**config.mk**
```make
export PLATFORM = sky130hd
export DESIGN_NAME = sdm_spi_dma
export DESIGN_NICKNAME = d
export VERILOG_FILES = /design/src/sdm_pkg.sv /design/src/sdm_spi_dma.sv
export VERILOG_INCLUDE_DIRS = /design/src
export SDC_FILE = /design/constraint.sdc
export NUM_CORES = 1
export LEC_CHECK = 0
export BUFFER_PORTS_ARGS = -buffer_cell sky130_fd_sc_hd__clkbuf_2
export CAP_MARGIN = 20
export CORE_MARGIN = 4
export CORE_UTILIZATION = 45
export CTS_BUF_LIST = sky130_fd_sc_hd__clkbuf_16
export CTS_CLUSTER_SIZE = 12
export DETAILED_ROUTE_END_ITERATION = 10
export GPL_TIMING_DRIVEN = 0
export HOLD_SLACK_MARGIN = 0.1
export PLACE_DENSITY = 0.67
export SLEW_MARGIN = 5
export SYNTH_ARGS = -nofsm -noshare
export SYNTH_HDL_FRONTEND = slang
export SYNTH_SLANG_ARGS = --single-unit
export TNS_END_PERCENT = 1
```
**constraint.sdc**
```tcl
create_clock -name hclk -period 3.6 [get_ports hclk]
set_clock_uncertainty 0.15 [all_clocks]
set_input_delay 0.36 -clock hclk [delete_from_list [all_inputs] [get_ports hclk]]
set_output_delay 0.36 -clock hclk [all_outputs]
set_load 0.005 [all_outputs]
```
**src/sdm_params.svh**
```systemverilog
// Purpose: Register indices, field positions, reset values and timing counts of the SPI DMA engine.
// Assumes: Byte address of a register is four times its index.
// Notes: Definitions only.
`ifndef SDM_PARAMS_SVH
`define SDM_PARAMS_SVH

// ----------------------------------------------------------------------------
// Register indices
// ----------------------------------------------------------------------------
`define SDM_IDX_BYTE_COUNT 12'hF80
`define SDM_IDX_TX_PTR 12'hF81
`define SDM_IDX_RX_PTR 12'hF82
`define SDM_IDX_STATUS 12'hF83
`define SDM_IDX_CTRL2 12'hF86
`define SDM_IDX_CTRL1 12'hF88

// ----------------------------------------------------------------------------
// Field positions and reset values
// ----------------------------------------------------------------------------
`define SDM_C1_START 0
`define SDM_C1_DLYINT 1
`define SDM_C1_DUPLEX_LO 2
`define SDM_C1_RXADV 4
`define SDM_C1_TXADV 5
`define SDM_C2_WM_LO 0
`define SDM_C2_DLY_LO 4
`define SDM_ST_IRQ 0
`define SDM_ST_BUSY 1
`define SDM_CTRL_RESET 8'h00
`define SDM_BC_RESET 10'h000
`define SDM_PTR_RESET 12'h000

// ----------------------------------------------------------------------------
// Modes and memory map
// ----------------------------------------------------------------------------
`define SDM_DUPLEX_FULL 2'h2
`define SDM_DUPLEX_TX 2'h1
`define SDM_DUPLEX_RX 2'h0
`define SDM_CLKDIV_4 2'h0
`define SDM_CLKDIV_16 2'h1
`define SDM_SFR_BANK_FIRST 4'hE

// ----------------------------------------------------------------------------
// Timing in instruction cycles (one cycle of hclk)
// ----------------------------------------------------------------------------
`define SDM_MIN_GAP_DIV4 12'h008
`define SDM_MIN_GAP_DIV16 12'h009
`define SDM_MIN_GAP_DIV64 12'h00F
`define SDM_DLYINT_EXTRA 12'h001
`define SDM_PIPE_CYCLES 12'h004

`endif

```
**src/sdm_pkg.sv**
```systemverilog
// Purpose: Types shared by the SPI DMA engine.
// Assumes: Constants come from sdm_params.svh.
// Notes: One-hot sequencer states.
package sdm_pkg;

  typedef enum logic [5:0] {
    SDM_ST_IDLE  = 6'h01,
    SDM_ST_GAP   = 6'h02,
    SDM_ST_FETCH = 6'h04,
    SDM_ST_LOAD  = 6'h08,
    SDM_ST_PUSH  = 6'h10,
    SDM_ST_WAIT  = 6'h20
  } sdm_state_e;

endpackage

```
**src/sdm_spi_dma.sv**
```systemverilog
// Purpose: SPI DMA engine: delay and timeout control, watermark interrupt, byte counter, pointers.
// Assumes: Serial port and memory run on hclk; memory read data is valid the cycle after mem_rd.
// Notes: AHB-Lite slave with zero wait states; registers are one aligned word each.
//
// Functional notes
// - Master mode gap between bytes is at least 8, 9 or 15 cycles per clock divider.
// - Timeout interrupt off: selected delay is added on top of base overhead.
// - Timeout interrupt on: flag rises when delay passes with no byte completing.
// - Timeout interrupt on: extra gap is one cycle plus base overhead.
// - Delay code decodes to 1..256, 384..896 by 128, 1024, 2048 cycles.
// - Watermark code selects remaining byte count at which the flag rises.
// - Byte counter is ten bits, at most 1024 bytes per transaction.
// - Counter decrements after each byte but the last while a transaction is active.
// - After the last byte the start bit clears itself and counter reads zero.
// - Transmit modes read bytes at the transmit pointer and advance it.
// - Engine never reads and writes memory in the same cycle.
// - Receive modes store bytes at the receive pointer and advance it.
// - Memory in the two top banks is never read or written.
// - Outside a transaction the flag rises per byte; inside it follows watermark.
// - Flag rises when the counter shows the watermark reached.
// - Flag rises when the transaction completes and start clears.
// - After clearing, the watermark flag does not rise again until completion or a rewrite above remaining bytes.
// - Rewriting watermark above remaining bytes raises the flag at once.
// - After that, no new flag until rewritten above remaining or completion.
// - Start bit set by software, cleared by engine, reads one in session.
// - Duplex field: 10 full duplex, 01 transmit only, 00 receive only.
// - Transmit pointer advances only while its advance bit is set.
// - Clearing start mid-transfer ends the current byte, then stops all updates.
//
// The AHB-Lite interface to the registers was chosen for this implementation.
`timescale 1ns/1ps

`include "sdm_params.svh"

module sdm_spi_dma
  import sdm_pkg::*;
(
  input wire logic hclk,
  input wire logic hresetn,
  input wire logic hsel,
  input wire logic [31:0] haddr,
  input wire logic [1:0] htrans,
  input wire logic hwrite,
  input wire logic [2:0] hsize,
  input wire logic [31:0] hwdata,
  input wire logic hready,
  output logic hreadyout,
  output logic hresp,
  output logic [31:0] hrdata,
  input wire logic master_mode,
  input wire logic [1:0] clk_div_sel,
  output logic buf_wr,
  output logic [7:0] buf_wdata,
  input wire logic byte_done,
  input wire logic [7:0] byte_rdata,
  output logic mem_rd,
  output logic mem_wr,
  output logic [11:0] mem_addr,
  output logic [7:0] mem_wdata,
  input wire logic [7:0] mem_rdata,
  output logic serial_port_irq_flag
);

  // --------------------------------------------------------------------------
  // Decoding functions
  // --------------------------------------------------------------------------
  function automatic logic [11:0] dly_cycles(input logic [3:0] code);
    unique case (code)
      4'h0: dly_cycles = 12'h001;
      4'h1: dly_cycles = 12'h002;
      4'h2: dly_cycles = 12'h004;
      4'h3: dly_cycles = 12'h008;
      4'h4: dly_cycles = 12'h010;
      4'h5: dly_cycles = 12'h020;
      4'h6: dly_cycles = 12'h040;
      4'h7: dly_cycles = 12'h080;
      4'h8: dly_cycles = 12'h100;
      4'h9: dly_cycles = 12'h180;
      4'hA: dly_cycles = 12'h200;
      4'hB: dly_cycles = 12'h280;
      4'hC: dly_cycles = 12'h300;
      4'hD: dly_cycles = 12'h380;
      4'hE: dly_cycles = 12'h400;
      4'hF: dly_cycles = 12'h800;
    endcase
  endfunction

  function automatic logic [10:0] wm_bytes(input logic [3:0] code);
    unique case (code)
      4'h0: wm_bytes = 11'h000;
      4'h1: wm_bytes = 11'h001;
      4'h2: wm_bytes = 11'h002;
      4'h3: wm_bytes = 11'h004;
      4'h4: wm_bytes = 11'h008;
      4'h5: wm_bytes = 11'h010;
      4'h6: wm_bytes = 11'h020;
      4'h7: wm_bytes = 11'h040;
      4'h8: wm_bytes = 11'h080;
      4'h9: wm_bytes = 11'h0C0;
      4'hA: wm_bytes = 11'h100;
      4'hB: wm_bytes = 11'h140;
      4'hC: wm_bytes = 11'h180;
      4'hD: wm_bytes = 11'h1C0;
      4'hE: wm_bytes = 11'h200;
      4'hF: wm_bytes = 11'h240;
    endcase
  endfunction

  function automatic logic [11:0] min_gap(input logic [1:0] sel);
    if (sel == `SDM_CLKDIV_4) begin
      min_gap = `SDM_MIN_GAP_DIV4;
    end else if (sel == `SDM_CLKDIV_16) begin
      min_gap = `SDM_MIN_GAP_DIV16;
    end else begin
      min_gap = `SDM_MIN_GAP_DIV64;
    end
  endfunction

  function automatic logic in_sfr_bank(input logic [11:0] addr);
    in_sfr_bank = (addr[11:8] >= `SDM_SFR_BANK_FIRST);
  endfunction

  // --------------------------------------------------------------------------
  // Declarations
  // --------------------------------------------------------------------------
  sdm_state_e state_r;
  logic wr_pend_r;
  logic [11:0] wr_idx_r;
  logic [31:0] hrdata_r;
  logic [31:0] rd_word;
  logic start_r, dlyint_r, rx_adv_r, tx_adv_r;
  logic [1:0] duplex_r;
  logic [3:0] delay_cycle_select_r, wm_r;
  logic [9:0] byte_count_r;
  logic [11:0] tx_ptr_r, rx_ptr_r;
  logic [11:0] gap_r, gap_len, dly_len, dly_cnt_r;
  logic [7:0] buf_data_r;
  logic mem_rd_r, mem_wr_r;
  logic [11:0] mem_addr_r;
  logic [7:0] mem_wdata_r;
  logic irq_r, wm_armed_r, dly_run_r;
  logic wr_ctrl1, wr_ctrl2, wr_bc, wr_tx, wr_rx, wr_status;
  logic start_req, byte_xfer, last_xfer, uses_tx, uses_rx;
  logic [10:0] remaining, thr, new_thr;
  logic wm_fire, dly_fire, plain_byte;

  // --------------------------------------------------------------------------
  // AHB-Lite slave
  // --------------------------------------------------------------------------
  assign hreadyout = 1'b1;
  assign hresp = 1'b0;
  assign hrdata = hrdata_r;

  always_comb begin
    rd_word = 32'h0000_0000;
    if (haddr[31:14] == 18'h00000) begin
      unique case (haddr[13:2])
        `SDM_IDX_CTRL1: rd_word = {26'h0000000, tx_adv_r, rx_adv_r, duplex_r, dlyint_r, start_r};
        `SDM_IDX_CTRL2: rd_word = {24'h000000, delay_cycle_select_r, wm_r};
        `SDM_IDX_BYTE_COUNT: rd_word = {22'h000000, byte_count_r};
        `SDM_IDX_TX_PTR: rd_word = {20'h00000, tx_ptr_r};
        `SDM_IDX_RX_PTR: rd_word = {20'h00000, rx_ptr_r};
        `SDM_IDX_STATUS: rd_word = {30'h00000000, state_r != SDM_ST_IDLE, irq_r};
        default: rd_word = 32'h0000_0000;
      endcase
    end
  end

  always_ff @(posedge hclk or negedge hresetn) begin
    if (!hresetn) begin
      wr_pend_r <= 1'b0;
      wr_idx_r <= 12'h000;
      hrdata_r <= 32'h0000_0000;
    end else begin
      wr_pend_r <= hsel && hready && htrans[1] && hwrite && (haddr[31:14] == 18'h00000);
      if (hsel && hready && htrans[1]) begin
        wr_idx_r <= haddr[13:2];
        hrdata_r <= hwrite ? 32'h0000_0000 : rd_word;
      end
    end
  end

  assign wr_ctrl1 = wr_pend_r && (wr_idx_r == `SDM_IDX_CTRL1);
  assign wr_ctrl2 = wr_pend_r && (wr_idx_r == `SDM_IDX_CTRL2);
  assign wr_bc = wr_pend_r && (wr_idx_r == `SDM_IDX_BYTE_COUNT);
  assign wr_tx = wr_pend_r && (wr_idx_r == `SDM_IDX_TX_PTR);
  assign wr_rx = wr_pend_r && (wr_idx_r == `SDM_IDX_RX_PTR);
  assign wr_status = wr_pend_r && (wr_idx_r == `SDM_IDX_STATUS);

  // --------------------------------------------------------------------------
  // Control fields
  // --------------------------------------------------------------------------
  assign start_req = wr_ctrl1 && hwdata[`SDM_C1_START] && (state_r == SDM_ST_IDLE) && !start_r;
  assign byte_xfer = (state_r == SDM_ST_WAIT) && byte_done && start_r;
  assign last_xfer = byte_xfer && (byte_count_r == 10'h000);
  assign uses_tx = (duplex_r == `SDM_DUPLEX_FULL) || (duplex_r == `SDM_DUPLEX_TX);
  assign uses_rx = (duplex_r == `SDM_DUPLEX_FULL) || (duplex_r == `SDM_DUPLEX_RX);

  always_ff @(posedge hclk or negedge hresetn) begin
    if (!hresetn) begin
      start_r <= 1'b0;
    end else if (last_xfer) begin
      start_r <= 1'b0;
    end else if (wr_ctrl1) begin
      start_r <= hwdata[`SDM_C1_START] && (start_r || state_r == SDM_ST_IDLE);
    end
  end

  always_ff @(posedge hclk or negedge hresetn) begin
    if (!hresetn) begin
      {tx_adv_r, rx_adv_r, duplex_r, dlyint_r} <= 5'(`SDM_CTRL_RESET >> 1);
    end else if (wr_ctrl1) begin
      dlyint_r <= hwdata[`SDM_C1_DLYINT];
      duplex_r <= hwdata[`SDM_C1_DUPLEX_LO +: 2];
      rx_adv_r <= hwdata[`SDM_C1_RXADV];
      tx_adv_r <= hwdata[`SDM_C1_TXADV];
    end
  end

  always_ff @(posedge hclk or negedge hresetn) begin
    if (!hresetn) begin
      {delay_cycle_select_r, wm_r} <= `SDM_CTRL_RESET;
    end else if (wr_ctrl2) begin
      delay_cycle_select_r <= hwdata[`SDM_C2_DLY_LO +: 4];
      wm_r <= hwdata[`SDM_C2_WM_LO +: 4];
    end
  end

  // --------------------------------------------------------------------------
  // Byte counter and pointers
  // --------------------------------------------------------------------------
  always_ff @(posedge hclk or negedge hresetn) begin
    if (!hresetn) begin
      byte_count_r <= `SDM_BC_RESET;
    end else if (wr_bc) begin
      byte_count_r <= hwdata[9:0];
    end else if (byte_xfer && !last_xfer) begin
      byte_count_r <= byte_count_r - 10'h001;
    end
  end

  always_ff @(posedge hclk or negedge hresetn) begin
    if (!hresetn) begin
      tx_ptr_r <= `SDM_PTR_RESET;
    end else if (wr_tx) begin
      tx_ptr_r <= hwdata[11:0];
    end else if (byte_xfer && uses_tx && tx_adv_r) begin
      tx_ptr_r <= tx_ptr_r + 12'h001;
    end
  end

  always_ff @(posedge hclk or negedge hresetn) begin
    if (!hresetn) begin
      rx_ptr_r <= `SDM_PTR_RESET;
    end else if (wr_rx) begin
      rx_ptr_r <= hwdata[11:0];
    end else if (byte_xfer && uses_rx && rx_adv_r) begin
      rx_ptr_r <= rx_ptr_r + 12'h001;
    end
  end

  // --------------------------------------------------------------------------
  // Byte sequencer
  // --------------------------------------------------------------------------
  assign dly_len = dly_cycles(delay_cycle_select_r);
  // Gap counts from the completing byte to the next buffer write, pipeline included.
  assign gap_len = master_mode ? (min_gap(clk_div_sel) - `SDM_DLYINT_EXTRA + (dlyint_r ? `SDM_DLYINT_EXTRA : dly_len)
                                  - `SDM_PIPE_CYCLES) : 12'h000;

  always_ff @(posedge hclk or negedge hresetn) begin
    if (!hresetn) begin
      state_r <= SDM_ST_IDLE;
      gap_r <= 12'h000;
    end else begin
      unique case (state_r)
        SDM_ST_IDLE: begin
          if (start_req) begin
            state_r <= SDM_ST_GAP;
            gap_r <= 12'h000;
          end
        end
        SDM_ST_GAP: begin
          if (!start_r) begin
            state_r <= SDM_ST_IDLE;
          end else if (gap_r == 12'h000) begin
            state_r <= SDM_ST_FETCH;
          end else begin
            gap_r <= gap_r - 12'h001;
          end
        end
        SDM_ST_FETCH: begin
          state_r <= start_r ? SDM_ST_LOAD : SDM_ST_IDLE;
        end
        SDM_ST_LOAD: begin
          state_r <= start_r ? SDM_ST_PUSH : SDM_ST_IDLE;
        end
        SDM_ST_PUSH: begin
          state_r <= start_r ? SDM_ST_WAIT : SDM_ST_IDLE;
        end
        SDM_ST_WAIT: begin
          if (byte_done) begin
            if (!start_r || last_xfer) begin
              state_r <= SDM_ST_IDLE;
            end else begin
              state_r <= SDM_ST_GAP;
              gap_r <= gap_len;
            end
          end
        end
      endcase
    end
  end

  assign buf_wr = (state_r == SDM_ST_PUSH) && start_r;
  assign buf_wdata = buf_data_r;

  always_ff @(posedge hclk or negedge hresetn) begin
    if (!hresetn) begin
      buf_data_r <= 8'h00;
    end else if (state_r == SDM_ST_LOAD) begin
      // The read strobe has already dropped here, so the same condition that raised it is used again.
      buf_data_r <= (uses_tx && !in_sfr_bank(tx_ptr_r)) ? mem_rdata : 8'h00;
    end
  end

  // --------------------------------------------------------------------------
  // Memory port
  // --------------------------------------------------------------------------
  assign mem_rd = mem_rd_r;
  assign mem_wr = mem_wr_r;
  assign mem_addr = mem_addr_r;
  assign mem_wdata = mem_wdata_r;

  always_ff @(posedge hclk or negedge hresetn) begin
    if (!hresetn) begin
      mem_rd_r <= 1'b0;
      mem_wr_r <= 1'b0;
      mem_addr_r <= 12'h000;
      mem_wdata_r <= 8'h00;
    end else begin
      mem_rd_r <= (state_r == SDM_ST_GAP) && start_r && (gap_r == 12'h000) && uses_tx
                  && !in_sfr_bank(tx_ptr_r);
      mem_wr_r <= byte_xfer && uses_rx && !in_sfr_bank(rx_ptr_r);
      if ((state_r == SDM_ST_GAP) && (gap_r == 12'h000)) begin
        mem_addr_r <= tx_ptr_r;
      end else if (byte_xfer) begin
        mem_addr_r <= rx_ptr_r;
        mem_wdata_r <= byte_rdata;
      end
    end
  end

  // --------------------------------------------------------------------------
  // Serial port interrupt flag
  // --------------------------------------------------------------------------
  assign remaining = {1'b0, byte_count_r} + 11'h001;
  assign thr = wm_bytes(wm_r);
  assign new_thr = wm_bytes(hwdata[`SDM_C2_WM_LO +: 4]);
  assign wm_fire = start_r && wm_armed_r && (thr != 11'h000) && (remaining <= thr);
  assign dly_fire = start_r && dlyint_r && dly_run_r && !byte_done && (dly_cnt_r + 12'h001 == dly_len);
  assign plain_byte = byte_done && !start_r && (state_r == SDM_ST_IDLE);

  always_ff @(posedge hclk or negedge hresetn) begin
    if (!hresetn) begin
      wm_armed_r <= 1'b0;
    end else if (start_req) begin
      wm_armed_r <= 1'b1;
    end else if (wr_ctrl2 && start_r && (new_thr > remaining)) begin
      wm_armed_r <= 1'b1;
    end else if (wm_fire) begin
      wm_armed_r <= 1'b0;
    end
  end

  always_ff @(posedge hclk or negedge hresetn) begin
    if (!hresetn) begin
      dly_run_r <= 1'b0;
      dly_cnt_r <= 12'h000;
    end else if (!start_r || !dlyint_r) begin
      dly_run_r <= 1'b0;
      dly_cnt_r <= 12'h000;
    end else if (byte_done) begin
      dly_run_r <= 1'b1;
      dly_cnt_r <= 12'h000;
    end else if (dly_fire) begin
      dly_run_r <= 1'b0;
    end else if (dly_run_r) begin
      dly_cnt_r <= dly_cnt_r + 12'h001;
    end
  end

  // Hardware set wins over a software clear in the same cycle.
  always_ff @(posedge hclk or negedge hresetn) begin
    if (!hresetn) begin
      irq_r <= 1'b0;
    end else if (wm_fire || last_xfer || dly_fire || plain_byte) begin
      irq_r <= 1'b1;
    end else if (wr_status && hwdata[`SDM_ST_IRQ]) begin
      irq_r <= 1'b0;
    end
  end

  assign serial_port_irq_flag = irq_r;

  // --------------------------------------------------------------------------
  // Assertions
  // --------------------------------------------------------------------------
  logic [11:0] since_done_r;
  logic after_byte_r;

  always_ff @(posedge hclk or negedge hresetn) begin
    if (!hresetn) begin
      since_done_r <= 12'h000;
      after_byte_r <= 1'b0;
    end else begin
      since_done_r <= byte_done ? 12'h000 : (since_done_r == 12'hFFF ? since_done_r : since_done_r + 12'h001);
      after_byte_r <= start_req ? 1'b0 : (byte_xfer ? 1'b1 : after_byte_r);
    end
  end

  property p_gap_fast;
    @(posedge hclk) disable iff (!hresetn)
      buf_wr && master_mode && dlyint_r && after_byte_r |-> since_done_r + 12'h001 == min_gap(clk_div_sel);
  endproperty
  a_gap_fast: assert property (p_gap_fast) else $error("gap with timeout interrupt wrong");

  property p_gap_delay;
    @(posedge hclk) disable iff (!hresetn)
      buf_wr && master_mode && !dlyint_r && after_byte_r
      |-> since_done_r + 12'h002 == min_gap(clk_div_sel) + dly_len;
  endproperty
  a_gap_delay: assert property (p_gap_delay) else $error("added delay gap wrong");

  property p_timeout;
    @(posedge hclk) disable iff (!hresetn)
      dly_fire |-> (since_done_r + 12'h001 == dly_len) ##1 irq_r;
  endproperty
  a_timeout: assert property (p_timeout) else $error("timeout flag wrong");

  property p_count_dec;
    @(posedge hclk) disable iff (!hresetn)
      byte_xfer && !last_xfer && !wr_bc |=> byte_count_r == $past(byte_count_r) - 10'h001;
  endproperty
  a_count_dec: assert property (p_count_dec) else $error("counter did not decrement");

  property p_complete;
    @(posedge hclk) disable iff (!hresetn)
      last_xfer |=> !start_r && (byte_count_r == 10'h000) && (state_r == SDM_ST_IDLE) && irq_r;
  endproperty
  a_complete: assert property (p_complete) else $error("completion wrong");

  property p_mem_safe;
    @(posedge hclk) disable iff (!hresetn)
      (mem_rd || mem_wr) |-> !in_sfr_bank(mem_addr) && !(mem_rd && mem_wr);
  endproperty
  a_mem_safe: assert property (p_mem_safe) else $error("forbidden memory access");

  property p_wm_flag;
    @(posedge hclk) disable iff (!hresetn)
      start_r && wm_armed_r && (thr != 11'h000) && (remaining == thr) |=> irq_r && !wm_armed_r;
  endproperty
  a_wm_flag: assert property (p_wm_flag) else $error("watermark flag missed");

  property p_no_rearm;
    @(posedge hclk) disable iff (!hresetn)
      start_r && !wm_armed_r && !wr_ctrl2 && !start_req |=> !wm_armed_r;
  endproperty
  a_no_rearm: assert property (p_no_rearm) else $error("watermark rearmed");

  property p_abort;
    @(posedge hclk) disable iff (!hresetn)
      !start_r && (state_r == SDM_ST_WAIT) && byte_done |=> (state_r == SDM_ST_IDLE) && !mem_wr && !buf_wr;
  endproperty
  a_abort: assert property (p_abort) else $error("abort did not stop");

  c_complete: cover property (@(posedge hclk) disable iff (!hresetn) last_xfer);
  c_wm_fire: cover property (@(posedge hclk) disable iff (!hresetn) wm_fire && start_r ##1 start_r);
  c_timeout: cover property (@(posedge hclk) disable iff (!hresetn) dly_fire);
  c_abort: cover property (@(posedge hclk) disable iff (!hresetn) !start_r && state_r == SDM_ST_WAIT && byte_done);

endmodule

```
==> insert_results.sql <==
INSERT INTO impl_metrics (metric_group, metric, value, unit) VALUES
('global_routing', 'grt_pass1_wl', '38.1', 'mm'),
('timing', 'tightest_slew', '0.926', 'ns'),
('layout', 'drive_above_1_share', '0.193', ''),
('drt', 'routed_via_density', '5.57', ''),
('global_routing', 'use_met2', '0.372', ''),
('drt', 'drt_wl_total', '23.2', 'mm'),
('yosys', 'synth_async_sr_flop_share', '1.00', ''),
('min_path', 'hold_path.class', 'in2reg', ''),
('yosys', 'synth_area', '8490', 'um^2'),
('clocking', 'clk_latency', '0.42', 'ns'),
('pwr', 'power.leakage', '0.00475', 'uW'),
('clocking', 'cts_tree', 'built', ''),
('pwr', 'switching_share', '0.304', ''),
('timing', 'rsz0062_at_grt', 'false', ''),
('worst_setup_path', 'critical_path.startpoint_type', 'flop', ''),
('run_status', 'status', 'complete, no violations', ''),
('layout', 'layout-area-overhead-vs-synth', '21.8', '%'),
('yosys', 'syn-instance-count', '935', ''),
('floorplanning', 'initial_utilization', '0.465', ''),
('yosys', 'number_of_synthesized_flops_with_an_enable_pin', '0', ''),
('pwr', 'seqPwrFrac', '0.407', ''),
('yosys', 'synth_largest_type_area_fraction', '0.398', ''),
('timing', 'setup_ws', '0.283', 'ns'),
('pwr', 'part_of_the_power_in_the_clock_network', '0.387', ''),
('timing', 'final_max_slew_viol_count', '0', ''),
('yosys', 'yosysWarnings', '0', ''),
('worst_setup_path', 'critical_path_required', '3.75', 'ns'),
('clocking', 'clock-root-buffer', 'sky130_fd_sc_hd__clkbuf_16', ''),
('floorplanning', 'ios', '160', ''),
('yosys', 'synth-main-ff-cell', 'sky130_fd_sc_hd__dfrtp_1', ''),
('clocking', 'cts-root-to-sink-buffers', '2', ''),
('layout', 'num-fill-cells', '1649', ''),
('floorplanning', 'core_area', '18300', 'um^2'),
('timing', 'period_needed', '3.32', 'ns'),
('yosys', 'syn_area_cell', '9.08', 'um^2'),
('pwr', 'comb_power_share', '0.206', ''),
('place', 'numPlacedInstances', '1295', ''),
('pwr', 'max-vdd-ir-drop', '0.000298', 'V'),
('layout', 'final_cell_area', '10300', 'um^2'),
('yosys', 'synth_most_common_cell', 'sky130_fd_sc_hd__dfrtp_1', ''),
('drt', 'detail-route-antenna-nets', '0', ''),
('drt', 'drc', '0', ''),
('global_routing', 'initial_antenna_violation_count', '0', ''),
('place', 'placement.cell_area', '9440', 'um^2'),
('worst_setup_path', 'critical_path.max_fanout', '10', ''),
('place', 'numPortBuffers', '110', ''),
('floorplanning', 'die_y', '145', 'um'),
('run', 'maxCapViolCount', '0', ''),
('layout', 'final_standard_cell_utilization_of_the_core', '0.566', ''),
('place', 'dp_hpwl', '17.1', 'mm'),
('timing', 'setup_violations', '0', ''),
('pwr', 'power-per-cell-area', '408', 'nW/um^2'),
('worst_setup_path', 'timing_worst_setup_path_type', 'reg2reg', ''),
('clocking', 'cts.sinks', '136', ''),
('pwr', 'internal_power', '2940', 'uW'),
('global_routing', 'via_count_of_the_first_global_routing_pass', '7490', ''),
('clocking', 'cts.clk_slew.worst_paths', '0.06', 'ns'),
('global_routing', 'grtUsageMet1', '0.284', ''),
('global_routing', 'gr-max-usage-layer', 'met2', ''),
('yosys', 'netlist_top_cells_area', 'sky130_fd_sc_hd__dfrtp_1, sky130_fd_sc_hd__nand2_1, sky130_fd_sc_hd__ha_1', ''),
('global_routing', 'grt_overflow_total', '0', ''),
('layout', 'stdcell_count', '1362', ''),
('yosys', 'yosys_register_bits', '136', ''),
('layout', 'antenna-diode-count', '0', ''),
('floorplanning', 'rows', '49', ''),
('floorplanning', 'floorplan.die.width', '145', 'um'),
('timing', 'timing.max_slew.rel_slack', '0.382', ''),
('drt', 'via_count', '7585', ''),
('drt', 'wl_per_cell', '17.0', 'um'),
('place', 'preCtsSetupSlack', '0.130', 'ns'),
('yosys', 'ys_top_cells_by_count', 'sky130_fd_sc_hd__dfrtp_1, sky130_fd_sc_hd__nand2_1, sky130_fd_sc_hd__nor2_1, sky130_fd_sc_hd__o21ai_0', '');
==> cell families (layout without fill, tap and decap cells) <==
logic type	count (synthesis)	count (layout)	synth area share
other	2	22	0.000884
and+or+nand+nor	351	351	0.206
xor gates and xnor gates	64	64	0.0660
DFF	136	136	0.401
buffers and inverters	100	278	0.0549
adders and majority gates	35	35	0.0524
AOI/OAI and AO/OA	209	209	0.170
muxes	38	38	0.0496
==> worst max-delay path, cell delays in order (launching register included) <==
cell and delay, ns:
sky130_fd_sc_hd__dfrtp_1 0.42, sky130_fd_sc_hd__clkbuf_2 0.28, sky130_fd_sc_hd__inv_1 0.12, sky130_fd_sc_hd__ha_1 0.35, sky130_fd_sc_hd__nand2_1 0.15, sky130_fd_sc_hd__xnor2_1 0.18, sky130_fd_sc_hd__or3_1 0.40, sky130_fd_sc_hd__a221oi_4 0.56
sky130_fd_sc_hd__nand2_4 0.14, sky130_fd_sc_hd__mux2i_1 0.15, sky130_fd_sc_hd__a311o_1 0.31
==> sequential cells by signal, indices dropped and copies added, names as in the netlist, 2 cells and up <==
register	cells
buf_wdata	8
byte_count_r	10
delay_cycle_select_r	4
dly_cnt_r	12
duplex_r	2
gap_r	12
hrdata	12
mem_addr	12
mem_wdata	8
rx_ptr_r	12
state_r	6
tx_ptr_r	12
wm_r	4
wr_idx_r	12
==> final cells by class <==
class | instances | area, um^2 | share of cell area
Inverter | 33 | 124 | 0.0120
Timing Repair Buffer | 146 | 937 | 0.0906
Buffer | 67 | 344 | 0.0332
Sequential cell | 136 | 3400 | 0.329
Tap cell | 229 | 287 | 0.0277
Multi-Input combinational cell | 719 | 4700 | 0.454
Clock buffer | 17 | 425 | 0.0411
Clock inverter | 15 | 129 | 0.0125
==> cells in the final DEF, fill, tap and decap left out, drive strengths merged, types with 33 or more instances in the layout <==
cell	count
o21ai	67
xnor2	35
buf	33
inv	36
ha	34
nand2	121
nor2	72
clkbuf	162
dlygate4sd3	35
mux2	33
dfrtp	135
==> power groups by stage <==
stage / combinational, uW / clock [uW] / sequential [uW]
2_1_floorplan: 599 / 0 / 1720
3_3_place_gp: 817 / 0 / 1740
3_5_place_dp: 830 / 0 / 1740
4_1_cts: 864 / 1660 / 1720
5_1_grt: 972 / 1730 / 1730
6_report: 869 / 1630 / 1720
==> through the flow <==
step	hold slack (ns)	setup TNS (ns)	power (uW)
after CTS	0.107	0	4240
after global routing	0.119	0	4430
final	0.125	0	4220
after detailed placement	0.132	0	2570
after global placement	0.303	-36.98	2560
after floorplan	-0.0856	0	2320
==> per-layer routing <==
layer  part of all wire  routed length, um
met4              0.026                607
met2               0.50              11500
met5                  0                  0
met1               0.43              10100
met3              0.045               1060
==> path summary, 6_finish.rpt <==
kind,startpoint,end,slack [ns],cells past startpoint
max in group asynchronous,hresetn,mem_addr[8],2.25,3
worst min register to register,mem_addr[2],mem_addr[2],0.31,2
worst max-delay path,delay_cycle_select_r[1],dly_cnt_r[7],0.28,10
worst min-delay path,hwdata[4],tx_ptr_r[4],0.12,3
min in group asynchronous,hresetn,dly_cnt_r[4],0.26,2
worst max register to register,delay_cycle_select_r[1],dly_cnt_r[7],0.28,10
==> timing repair <==
item                                   CTS  global route
setup buffers                            0             0
setup endpoints to repair                0             2
gates resized for setup                  0             2
hold buffers                            35             0
endpoints found under the hold margin   72             0
No activity file was read; power rests on OpenSTA's default activity.
